**config.mk**
```make
export PLATFORM = sky130hd
export DESIGN_NAME = crmp_regbank
export DESIGN_NICKNAME = d
export VERILOG_FILES = /design/src/crmp_pkg.sv /design/src/crmp_regbank.sv /design/src/crmp_spi_front.sv
export SDC_FILE = /design/constraint.sdc
export NUM_CORES = 1
export LEC_CHECK = 0
export ABC_CLOCK_PERIOD_IN_PS = 3300
export BUFFER_PORTS_ARGS = -buffer_cell sky130_fd_sc_hd__buf_2
export CAP_MARGIN = 20
export CORE_MARGIN = 3
export CORE_UTILIZATION = 63
export DETAILED_ROUTE_END_ITERATION = 12
export GPL_ROUTABILITY_DRIVEN = 0
export PLACE_DENSITY_LB_ADDON = 0.2
export SYNTH_ARGS = -nofsm -noshare
export SYNTH_HDL_FRONTEND = slang
export SYNTH_SLANG_ARGS = --single-unit
```
**constraint.sdc**
```tcl
create_clock -name mclk -period 3.3 [get_ports mclk]
set_input_delay 0.99 -clock mclk [delete_from_list [all_inputs] [get_ports mclk]]
set_output_delay 0.99 -clock mclk [all_outputs]
set_load 0.02 [all_outputs]
```
**src/crmp_pkg.sv**
```systemverilog
package crmp_pkg;

  // register count and address width
  localparam int          CRMP_ADDR_W   = 8;
  localparam int          CRMP_DATA_W   = 8;
  localparam int          CRMP_NUM_REGS = 27;

  // register offsets
  localparam logic [7:0]  OFS_MASTER_POWER   = 8'h00;
  localparam logic [7:0]  OFS_CLOCK_MULT     = 8'h01;
  localparam logic [7:0]  OFS_BOOST_CTRL     = 8'h02;
  localparam logic [7:0]  OFS_BIAS_BOOST     = 8'h03;
  localparam logic [7:0]  OFS_BLOCK_POWER    = 8'h04;
  localparam logic [7:0]  OFS_SP_FORMAT      = 8'h05;
  localparam logic [7:0]  OFS_SP_SLOT        = 8'h06;
  localparam logic [7:0]  OFS_CMAP_FIRST     = 8'h07;
  localparam logic [7:0]  OFS_CMAP_SECOND    = 8'h08;
  localparam logic [7:0]  OFS_DRIVE_THERMAL  = 8'h09;
  localparam logic [7:0]  OFS_GAIN_CH1       = 8'h0A;
  localparam logic [7:0]  OFS_GAIN_CH2       = 8'h0B;
  localparam logic [7:0]  OFS_GAIN_CH3       = 8'h0C;
  localparam logic [7:0]  OFS_GAIN_CH4       = 8'h0D;
  localparam logic [7:0]  OFS_SUM_MUTE_CAL   = 8'h0E;
  localparam logic [7:0]  OFS_HOLE           = 8'h0F;
  localparam logic [7:0]  OFS_DIAG_ENABLE    = 8'h10;
  localparam logic [7:0]  OFS_FAULT_CH1      = 8'h11;
  localparam logic [7:0]  OFS_FAULT_CH2      = 8'h12;
  localparam logic [7:0]  OFS_FAULT_CH3      = 8'h13;
  localparam logic [7:0]  OFS_FAULT_CH4      = 8'h14;
  localparam logic [7:0]  OFS_FAULT_IRQ_CFG  = 8'h15;
  localparam logic [7:0]  OFS_FAULT_IRQ_MASK = 8'h16;
  localparam logic [7:0]  OFS_TRIP_ADJUST    = 8'h17;
  localparam logic [7:0]  OFS_TIMEOUT_HYST   = 8'h18;
  localparam logic [7:0]  OFS_CLIP_FLAGS     = 8'h19;
  localparam logic [7:0]  OFS_OFFSET_HPF_CAL = 8'h1A;

  // reset values
  localparam logic [7:0]  RST_MASTER_POWER   = 8'h00;
  localparam logic [7:0]  RST_CLOCK_MULT     = 8'h41;
  localparam logic [7:0]  RST_BOOST_CTRL     = 8'h4A;
  localparam logic [7:0]  RST_BIAS_BOOST     = 8'h7D;
  localparam logic [7:0]  RST_BLOCK_POWER    = 8'h3F;
  localparam logic [7:0]  RST_SP_FORMAT      = 8'h02;
  localparam logic [7:0]  RST_SP_SLOT        = 8'h00;
  localparam logic [7:0]  RST_CMAP_FIRST     = 8'h10;
  localparam logic [7:0]  RST_CMAP_SECOND    = 8'h32;
  localparam logic [7:0]  RST_DRIVE_THERMAL  = 8'hF0;
  localparam logic [7:0]  RST_GAIN           = 8'hA0;
  localparam logic [7:0]  RST_SUM_MUTE_CAL   = 8'h02;
  localparam logic [7:0]  RST_DIAG_ENABLE    = 8'h0F;
  localparam logic [7:0]  RST_FAULT          = 8'h00;
  localparam logic [7:0]  RST_FAULT_IRQ_CFG  = 8'h20;
  localparam logic [7:0]  RST_ZERO           = 8'h00;
  localparam logic [7:0]  RST_TIMEOUT_HYST   = 8'h20;

  // master power field positions
  localparam int          BIT_SOFT_RESET     = 7;
  localparam int          BIT_MASTER_MASTER_POWER_UP    = 0;
  // block power field positions
  localparam int          BIT_LDO_EN         = 5;
  localparam int          BIT_VREF_EN        = 4;
  localparam int          BIT_CONV_EN_LO     = 0;
  // bias/boost field positions
  localparam int          BIT_BIAS_EN        = 3;
  localparam int          BIT_BOOST_EN       = 2;
  // clock multiplier status bit (read only, from outside)
  localparam int          BIT_CLK_LOCK       = 7;
  // boost status bits (read only, from outside)
  localparam int          BIT_BOOST_GOOD     = 7;
  localparam int          BIT_BOOST_OV       = 2;
  localparam int          BIT_BOOST_OC       = 0;

  // spi byte layout: first byte lsb selects direction
  localparam int          BIT_SPI_RW         = 0;
  localparam logic        SPI_DIR_READ       = 1'b1;

  // soft reset hold time, counted in mclk cycles
  localparam int          SRST_HOLD_CYCLES   = 4;

  // port selection
  typedef enum logic [0:0] {
    CRMP_PORT_I2C = 1'b0,
    CRMP_PORT_SPI = 1'b1
  } crmp_port_t;

  // one byte-wide register access from a serial front end
  typedef struct packed {
    logic       start;  // transaction opens: data carries the address byte
    logic       wr;     // write strobe with data
    logic       rd;     // read strobe: fetch current address
    logic [7:0] data;   // address or write data
  } crmp_req_t;

  // power enables steering the analog blocks
  typedef struct packed {
    logic       master_power_up;
    logic       boost_en;
    logic       bias_en;
    logic       vref_en;
    logic       low_dropout_regulator;
    logic [3:0] converter_enable;
  } crmp_pwr_t;

endpackage : crmp_pkg

```
**src/crmp_regbank.sv**
```systemverilog
`timescale 1ns/1ps
// Functional notes
// (RQ1) registers reachable through either control port
// (RQ2) master power drives block power enables
// (RQ3) soft reset bit restores every register default
// (RQ4) host may skip soft reset at power cycles
// (RQ5) bit 0 gates full power up/down
// (RQ6) block enables still gate individual blocks
// (RQ7) block power resets 0x3F, converters enabled
// (RQ8) spi first byte lsb: 1 read
// (RQ9) address advances after every data byte
// (RQ10) soft reset bit self-clears when done
module crmp_regbank
  import crmp_pkg::*;
#(
  parameter int SRST_CYCLES = SRST_HOLD_CYCLES  // soft reset length in mclk cycles
)
(
  input  wire logic       mclk,
  input  wire logic       resetn,
  // i2c byte-level requests from the i2c engine
  input  crmp_req_t       i2c_req,
  output logic [7:0]      i2c_rd_data,
  // spi pins, active after three dummy frames
  input  wire logic       clatch_n,
  input  wire logic       cclk,
  input  wire logic       cin,
  output logic            cout_o,
  output logic            cout_oe,
  // read-only status from the analog side
  input  wire logic       clk_locked,
  input  wire logic       boost_good,
  input  wire logic       boost_overvolt,
  input  wire logic       boost_overcurr,
  // power enables and soft reset indication
  output crmp_pwr_t       pwr,
  output logic            soft_reset_active,
  output logic            spi_selected
);

  logic [7:0]    regs_r [CRMP_NUM_REGS];  // register storage, by offset
  logic [7:0]    addr_r;                  // current register address
  logic [1:0]    latch_cnt_r;             // dummy frames seen on clatch
  logic          clatch_d_r;              // clatch history for rising edge
  logic          spi_mode_r;              // sticky spi selection
  logic [3:0]    srst_cnt_r;              // soft reset countdown
  crmp_req_t     spi_req;                 // requests from spi front end
  crmp_req_t     cur_req;                 // request of the active port
  logic [7:0]    rd_byte;                 // read value at addr_r
  logic          srst_req;                // write of 1 into soft reset bit
  crmp_pwr_t     pwr_nxt;

  // reset value per offset; holes and reserved read zero
  function automatic logic [7:0] reset_val(input logic [7:0] ofs);
    logic [7:0] v;
    v = RST_ZERO;
    if (ofs == OFS_CLOCK_MULT) begin
      v = RST_CLOCK_MULT;
    end else if (ofs == OFS_BOOST_CTRL) begin
      v = RST_BOOST_CTRL;
    end else if (ofs == OFS_BIAS_BOOST) begin
      v = RST_BIAS_BOOST;
    end else if (ofs == OFS_BLOCK_POWER) begin
      v = RST_BLOCK_POWER; // RQ7
    end else if (ofs == OFS_SP_FORMAT) begin
      v = RST_SP_FORMAT;
    end else if (ofs == OFS_CMAP_FIRST) begin
      v = RST_CMAP_FIRST;
    end else if (ofs == OFS_CMAP_SECOND) begin
      v = RST_CMAP_SECOND;
    end else if (ofs == OFS_DRIVE_THERMAL) begin
      v = RST_DRIVE_THERMAL;
    end else if (ofs >= OFS_GAIN_CH1 && ofs <= OFS_GAIN_CH4) begin
      v = RST_GAIN;
    end else if (ofs == OFS_SUM_MUTE_CAL) begin
      v = RST_SUM_MUTE_CAL;
    end else if (ofs == OFS_DIAG_ENABLE) begin
      v = RST_DIAG_ENABLE;
    end else if (ofs == OFS_FAULT_IRQ_CFG) begin
      v = RST_FAULT_IRQ_CFG;
    end else if (ofs == OFS_TIMEOUT_HYST) begin
      v = RST_TIMEOUT_HYST;
    end
    return v;
  endfunction : reset_val

  // mapped offsets: 0x00..0x0E and 0x10..0x1A
  function automatic logic mapped(input logic [7:0] ofs);
    return (ofs <= OFS_OFFSET_HPF_CAL) && (ofs != OFS_HOLE);
  endfunction : mapped

  // spi front end shares the same register path
  crmp_spi_front u_spi (
    .mclk     (mclk),
    .resetn   (resetn),
    .spi_mode (spi_mode_r),
    .clatch_n (clatch_n),
    .cclk     (cclk),
    .cin      (cin),
    .rd_data  (rd_byte),
    .req      (spi_req),
    .cout_o   (cout_o),
    .cout_oe  (cout_oe)
  );

  // port selection: three clatch pulses switch to spi for good
  always_ff @(posedge mclk or negedge resetn) begin
    if (!resetn) begin
      clatch_d_r  <= 1'b1;
      latch_cnt_r <= 2'h0;
      spi_mode_r  <= 1'b0;
    end else begin
      clatch_d_r <= clatch_n;
      // only power cycling leaves spi mode, so soft reset keeps it
      if (!spi_mode_r && clatch_n && !clatch_d_r) begin
        if (latch_cnt_r == 2'h2) begin
          spi_mode_r <= 1'b1;
        end
        latch_cnt_r <= latch_cnt_r + 2'h1;
      end
    end
  end

  // active port picks the request stream
  assign cur_req = spi_mode_r ? spi_req : i2c_req; // RQ1

  // read mux with live status bits merged in
  always_comb begin
    rd_byte = 8'h00;
    if (mapped(addr_r)) begin
      rd_byte = regs_r[addr_r[4:0]];
      if (addr_r == OFS_CLOCK_MULT) begin
        rd_byte[BIT_CLK_LOCK] = clk_locked;
      end else if (addr_r == OFS_BOOST_CTRL) begin
        rd_byte[BIT_BOOST_GOOD] = boost_good;
        rd_byte[BIT_BOOST_OV]   = boost_overvolt;
        rd_byte[BIT_BOOST_OC]   = boost_overcurr;
      end
    end
  end

  // registered read byte for the i2c engine
  always_ff @(posedge mclk or negedge resetn) begin
    if (!resetn) begin
      i2c_rd_data <= 8'h00;
    end else begin
      i2c_rd_data <= rd_byte;
    end
  end

  assign srst_req = cur_req.wr && addr_r == OFS_MASTER_POWER && cur_req.data[BIT_SOFT_RESET];

  // address pointer: loaded at start, bumped after each byte
  always_ff @(posedge mclk or negedge resetn) begin
    if (!resetn) begin
      addr_r <= 8'h00;
    end else if (cur_req.start) begin
      addr_r <= cur_req.data;
    end else if (cur_req.wr || cur_req.rd) begin
      addr_r <= addr_r + 8'h01; // RQ9
    end
  end

  // soft reset sequencer: hold internal reset then release
  always_ff @(posedge mclk or negedge resetn) begin
    if (!resetn) begin
      srst_cnt_r <= 4'h0;
    end else if (srst_req) begin
      srst_cnt_r <= 4'(SRST_CYCLES); // RQ3
    end else if (srst_cnt_r != 4'h0) begin
      srst_cnt_r <= srst_cnt_r - 4'h1; // RQ10
    end
  end

  // register storage; soft reset restores defaults every cycle it runs
  always_ff @(posedge mclk or negedge resetn) begin
    if (!resetn) begin
      for (int i = 0; i < CRMP_NUM_REGS; i++) begin
        regs_r[i] <= reset_val(8'(i));
      end
    end else if (srst_req || srst_cnt_r != 4'h0) begin
      // defaults include soft reset bit at 0: it reads back cleared
      for (int i = 0; i < CRMP_NUM_REGS; i++) begin
        regs_r[i] <= reset_val(8'(i)); // RQ3 RQ10
      end
    end else if (cur_req.wr && mapped(addr_r)) begin
      regs_r[addr_r[4:0]] <= cur_req.data; // RQ1
    end
  end

  // power enables: master bit gates, block bits still switch blocks off
  always_comb begin
    pwr_nxt                       = '0;
    pwr_nxt.master_power_up       = regs_r[OFS_MASTER_POWER[4:0]][BIT_MASTER_MASTER_POWER_UP]; // RQ5
    if (pwr_nxt.master_power_up) begin
      pwr_nxt.boost_en              = regs_r[OFS_BIAS_BOOST[4:0]][BIT_BOOST_EN]; // RQ2 RQ6
      pwr_nxt.bias_en               = regs_r[OFS_BIAS_BOOST[4:0]][BIT_BIAS_EN]; // RQ6
      pwr_nxt.vref_en               = regs_r[OFS_BLOCK_POWER[4:0]][BIT_VREF_EN]; // RQ6
      pwr_nxt.low_dropout_regulator = regs_r[OFS_BLOCK_POWER[4:0]][BIT_LDO_EN]; // RQ6
      pwr_nxt.converter_enable      = regs_r[OFS_BLOCK_POWER[4:0]][BIT_CONV_EN_LO +: 4]; // RQ7
    end
    if (srst_req || srst_cnt_r != 4'h0) begin
      // also in the request cycle, so no enable leaks out as the reset starts
      pwr_nxt = '0; // RQ3
    end
  end

  // registered outputs
  always_ff @(posedge mclk or negedge resetn) begin
    if (!resetn) begin
      pwr               <= '0;
      soft_reset_active <= 1'b0;
      spi_selected      <= 1'b0;
    end else begin
      pwr               <= pwr_nxt;
      soft_reset_active <= srst_req || srst_cnt_r > 4'h1;
      spi_selected      <= spi_mode_r;
    end
  end

endmodule : crmp_regbank

```
**src/crmp_spi_front.sv**
```systemverilog
`timescale 1ns/1ps
// serial control port front end: turns spi bytes into register requests
module crmp_spi_front
  import crmp_pkg::*;
(
  input  wire logic       mclk,
  input  wire logic       resetn,
  input  wire logic       spi_mode,      // spi port has been selected
  input  wire logic       clatch_n,      // chip select, low during a frame
  input  wire logic       cclk,          // serial clock, sampled on mclk
  input  wire logic       cin,           // serial data in, msb first
  input  wire logic [7:0] rd_data,       // register byte at current address
  output crmp_req_t       req,           // request toward the register bank
  output logic            cout_o,        // serial data out
  output logic            cout_oe        // high while driving cout
);

  logic       cclk_d_r;        // previous cclk sample for edge detect
  logic [2:0] bit_cnt_r;       // bit position within byte
  logic [7:0] shift_r;         // incoming shift register
  logic [1:0] byte_idx_r;      // 0 dev/rw, 1 addr, 2+ data
  logic       is_read_r;       // direction from first byte
  logic [7:0] out_sh_r;        // outgoing shift register
  logic       out_en_r;        // drive cout during read data
  logic       fetch_pend_r;    // first read fetch, owed one cycle after address load
  logic [7:0] byte_in;         // completed byte
  logic       rise;
  logic       fall;
  logic       active;

  assign active  = spi_mode && !clatch_n;
  assign rise    = active && cclk && !cclk_d_r;
  assign fall    = active && !cclk && cclk_d_r;
  assign byte_in = {shift_r[6:0], cin};

  // cclk edge detect
  always_ff @(posedge mclk or negedge resetn) begin
    if (!resetn) begin
      cclk_d_r <= 1'b0;
    end else begin
      cclk_d_r <= cclk;
    end
  end

  // input shifting and byte framing
  always_ff @(posedge mclk or negedge resetn) begin
    if (!resetn) begin
      bit_cnt_r  <= 3'h0;
      shift_r    <= 8'h00;
      byte_idx_r <= 2'h0;
      is_read_r  <= 1'b0;
    end else if (!active) begin
      // frame closed: restart framing
      bit_cnt_r  <= 3'h0;
      byte_idx_r <= 2'h0;
    end else if (rise) begin
      shift_r   <= byte_in;
      bit_cnt_r <= bit_cnt_r + 3'h1;
      if (bit_cnt_r == 3'h7) begin
        if (byte_idx_r == 2'h0) begin
          is_read_r <= (byte_in[BIT_SPI_RW] == SPI_DIR_READ); // RQ8
        end
        if (byte_idx_r != 2'h2) begin
          byte_idx_r <= byte_idx_r + 2'h1;
        end
      end
    end
  end

  // request strobes, one mclk cycle each
  always_ff @(posedge mclk or negedge resetn) begin
    if (!resetn) begin
      req          <= '0;
      fetch_pend_r <= 1'b0;
    end else begin
      req.start <= rise && bit_cnt_r == 3'h7 && byte_idx_r == 2'h1;
      req.wr    <= rise && bit_cnt_r == 3'h7 && byte_idx_r == 2'h2 && !is_read_r;
      // first fetch trails the address load: sharing its cycle would read the old address
      fetch_pend_r <= rise && bit_cnt_r == 3'h7 && byte_idx_r == 2'h1 && is_read_r; // RQ8
      // later fetches right after the previous data byte ends
      req.rd    <= (rise && bit_cnt_r == 3'h7 && byte_idx_r == 2'h2 && is_read_r) || fetch_pend_r; // RQ9
      req.data  <= byte_in;
    end
  end

  // output shifting on falling cclk; load after each fetch
  always_ff @(posedge mclk or negedge resetn) begin
    if (!resetn) begin
      out_sh_r <= 8'h00;
      out_en_r <= 1'b0;
    end else if (!active) begin
      out_en_r <= 1'b0;
    end else if (req.rd) begin
      out_sh_r <= rd_data;
      out_en_r <= 1'b1;
    end else if (fall && out_en_r && bit_cnt_r != 3'h0) begin
      out_sh_r <= {out_sh_r[6:0], 1'b0};
    end
  end

  assign cout_o  = out_sh_r[7];
  assign cout_oe = out_en_r;

endmodule : crmp_spi_front

```
==> metrics.cfg <==
[routing]
vias = 10100
via_per_inst = 6.36
drtIter0Drc = 874
wl_per_cell_um = 21.7
firstDrtPassIters = 6
routed_wl_um = 34200
drc = 0
drtAntennaViolNets = 0

[placement]
numPlacedInstances = 1526
placed_area_um2 = 14500
dpl_worst_slack_ns = 0.458
port_buffers = 40
hpwlAfterDp_um = 21700

[timing]
hold_violations = 0
rsz0062_at_grt = false
relSlewSlack_pct = 53.3
fin_worst_skew_ns = 0.00657
finalWorstPathRequiredPeriod_ns = 2.80
drv_slew = 0
tns_ns = 0
tightest_slew_ns = 0.699
fmax_mhz = 357
setup_slack_ns = 0.497
setup_viol = 0
period_share_pct = 84.9

[clock_network]
path_clk_slew_ns = 0.06
clk_path_buf_depth = 3
post_cts_buffers = 0
cts_buffers = 29
cts_tree = built
post_cts_resized = 0
htreeDepth = 1
clock-sinks = 286
clkLatencyLatePin_ns = 0.55
cts-root-buf = clkbuf_16
cts_hold_buffers = 0

[floorplanning]
core-area_um2 = 21400
die_area_um2 = 24000
core.rowCount = 53
ios = 41
die_w_um = 155
start_util_pct = 65.3
fp.dieH_um = 155

[cells_and_area]
areaGrowthSynthToFinish_pct = 11.3
drive_above_1_share_pct = 23.0
nets = 1315
stdcell_area_um2 = 15600
num-fill-cells = 1551
antenna_cells = 0
multi_input_area_um2 = 6130
fin_cells = 1580
regArea_um2 = 7210

[yosys]
synthesis.area_um2 = 14000
synthCells = 1257
yosysSeqAreaShare_pct = 51.6
ys.flop_type = dfrtp_1
synth.avg_cell_area_um2 = 11.1
async_reset_ff_share_pct = 100
syn_nets = 1290
yosysTopAreaCell = dfrtp_1
ys_ff_latch = 286
synth_top_area_share_pct = 43.7
yosysWarnings = 0
synth_edf_count = 0
synth.distinct_cells = 66
synthTopCellsByArea = dfrtp_1 44%, a211oi_1 8.1%, dfstp_2 7.9%

[job]
max-cap-violations = 0

[grt]
grt_max_degree = 88
grt_pass1_vias = 10100
grt_pass1_wl_um = 55600
overflow = 0
grt_use_total_pct = 29.1
antenna_found_initial = 0

[min_path]
hold_class = in2async

[setup_path]
required_ns = 3.74
crit_path_start_kind = register
worst_ep_arrival_time_ns = 3.25
cp_max_fo = 21
reg2regPathDepth = 7
critPathCaptureType = register
worstSetupPathType = reg2reg

[power_and_ir_drop]
ir_drop_uv = 663
power_w = 0.0118
powerDensity_nw_per_um2 = 758
p_leak_nw = 6.44

[outcome]
status = finished clean

where the power goes:
part           leakage [nW]  internal [W]  total, W  switching, W
registers              3.79       0.00372   0.00394      0.000222
clock network         0.539       0.00231   0.00368       0.00137
logic                  2.11       0.00132   0.00417       0.00286
synthesized netlist by cell type, types with 3 or more instances:
master and count:
a211oi_1 150, a211oi_2 12, a21oi_1 32, a22oi_1 10, a31oi_1 4, a32oi_1 3, and2_1 15, and3_1 11
buf_2 20, buf_4 30, buf_6 13, clkbuf_1 33, dfrtp_1 244, dfstp_2 42, ha_1 13, inv_1 19
mux2_2 16, mux2i_1 60, mux4_2 30, nand2_1 91, nand2b_1 3, nand3_1 5, nand3_4 3, nand3b_1 4
nand4_1 3, nor2_1 218, nor2b_1 11, nor3_1 7, nor3_2 6, nor3_4 8, nor3b_1 8, nor4_4 11
o211ai_1 9, o21ai_0 55, o22a_1 3, o22ai_1 4, o31ai_1 4, xnor2_1 10
cell families (layout without fill, tap and decap cells):
group / Yosys count / count (layout) / share of synthesized area (%)
simple gates: 417 / 417 / 15.5
compound gates: 301 / 301 / 15.3
flops: 286 / 286 / 51.6
buf+inv: 121 / 169 / 5.17
mux: 108 / 108 / 10.6
fa+ha+maj: 13 / 13 / 1.16
xor+xnor: 11 / 11 / 0.689
cells in the final DEF (no fill, tap or decap), types with 11 or more instances in the layout:
master | Yosys | layout
and2_1 | 15 | 15
dfrtp_1 | 244 | 242
inv_1 | 19 | 19
a21oi_1 | 32 | 32
a211oi_2 | 12 | 12
o21ai_0 | 55 | 55
mux4_2 | 30 | 30
dfstp_2 | 42 | 42
mux2_2 | 16 | 16
clkbuf_16 | 0 | 29
buf_2 | 20 | 39
a211oi_1 | 150 | 150
buf_4 | 30 | 49
nor2_1 | 218 | 217
nor2b_1 | 11 | 11
ha_1 | 13 | 13
mux2i_1 | 60 | 53
and3_1 | 11 | 11
nand2_1 | 91 | 91
nor4_4 | 11 | 11
final timing paths:
| path | start | end | slack [ns] |
|---|---|---|---|
| min in group mclk | u_spi.shift_r[0]$_DFFE_PN0P_ | u_spi.req[1]$_DFF_PN0_ | 0.39 |
| worst min-delay path | resetn | pwr[5]$_DFF_PN0_ | 0.37 |
| worst max register to register | addr_r[1]$_DFFE_PN0P_ | u_spi.out_sh_r[7]$_DFFE_PN0P_ | 0.50 |
| worst max-delay path | addr_r[1]$_DFFE_PN0P_ | u_spi.out_sh_r[7]$_DFFE_PN0P_ | 0.50 |
| max in group asynchronous | resetn | regs_r[186]$_DFFE_PN1P_ | 2.12 |
| worst min register to register | u_spi.shift_r[0]$_DFFE_PN0P_ | u_spi.req[1]$_DFF_PN0_ | 0.39 |
routing by layer:
layer	routed length [um]	up-vias	share of wire, %	global-route usage [%]
li1	-	4567	-	-
met1	14300	5035	42	40.7
met2	16800	365	49	47.3
met3	1970	87	5.8	3.84
met4	1220	0	3.6	10.1
met5	0	-	0	0
worst max-delay path, cell delays in order, from the launching register on:
cell and delay [ns]:
dfrtp_2 0.61, buf_4 0.33, nor2b_1 0.52, a22oi_1 0.20, a22oi_1 0.26, a311oi_1 0.08
a311o_1 0.40, o31ai_1 0.28
state kept, by name (all words and copies together) (netlist names), 3 cells and up:
signal / flops
u_spi.out_sh_r: 8
addr_r: 8
pwr: 9
i2c_rd_data: 8
u_spi.bit_cnt_r: 3
srst_cnt_r: 4
u_spi.req: 11
regs_r: 216
u_spi.shift_r: 7
final cells by class:
type	instances	share of cell area (%)
multi-input combinational	850	39.4
inverter	19	0.458
tap	275	2.21
clock inverter	14	1.60
sequential	286	46.4
clock buffer	40	5.38
timing repair buffer	96	4.62
through the flow:
step	hold WS, ns	utilization (%)
after floorplan	0.350	-
after global placement	0.360	67.6
after detailed placement	0.382	67.6
after CTS	0.377	72.6
after global routing	0.398	72.6
final	0.373	72.6
Note: power is estimated with default switching activity, not from simulation.
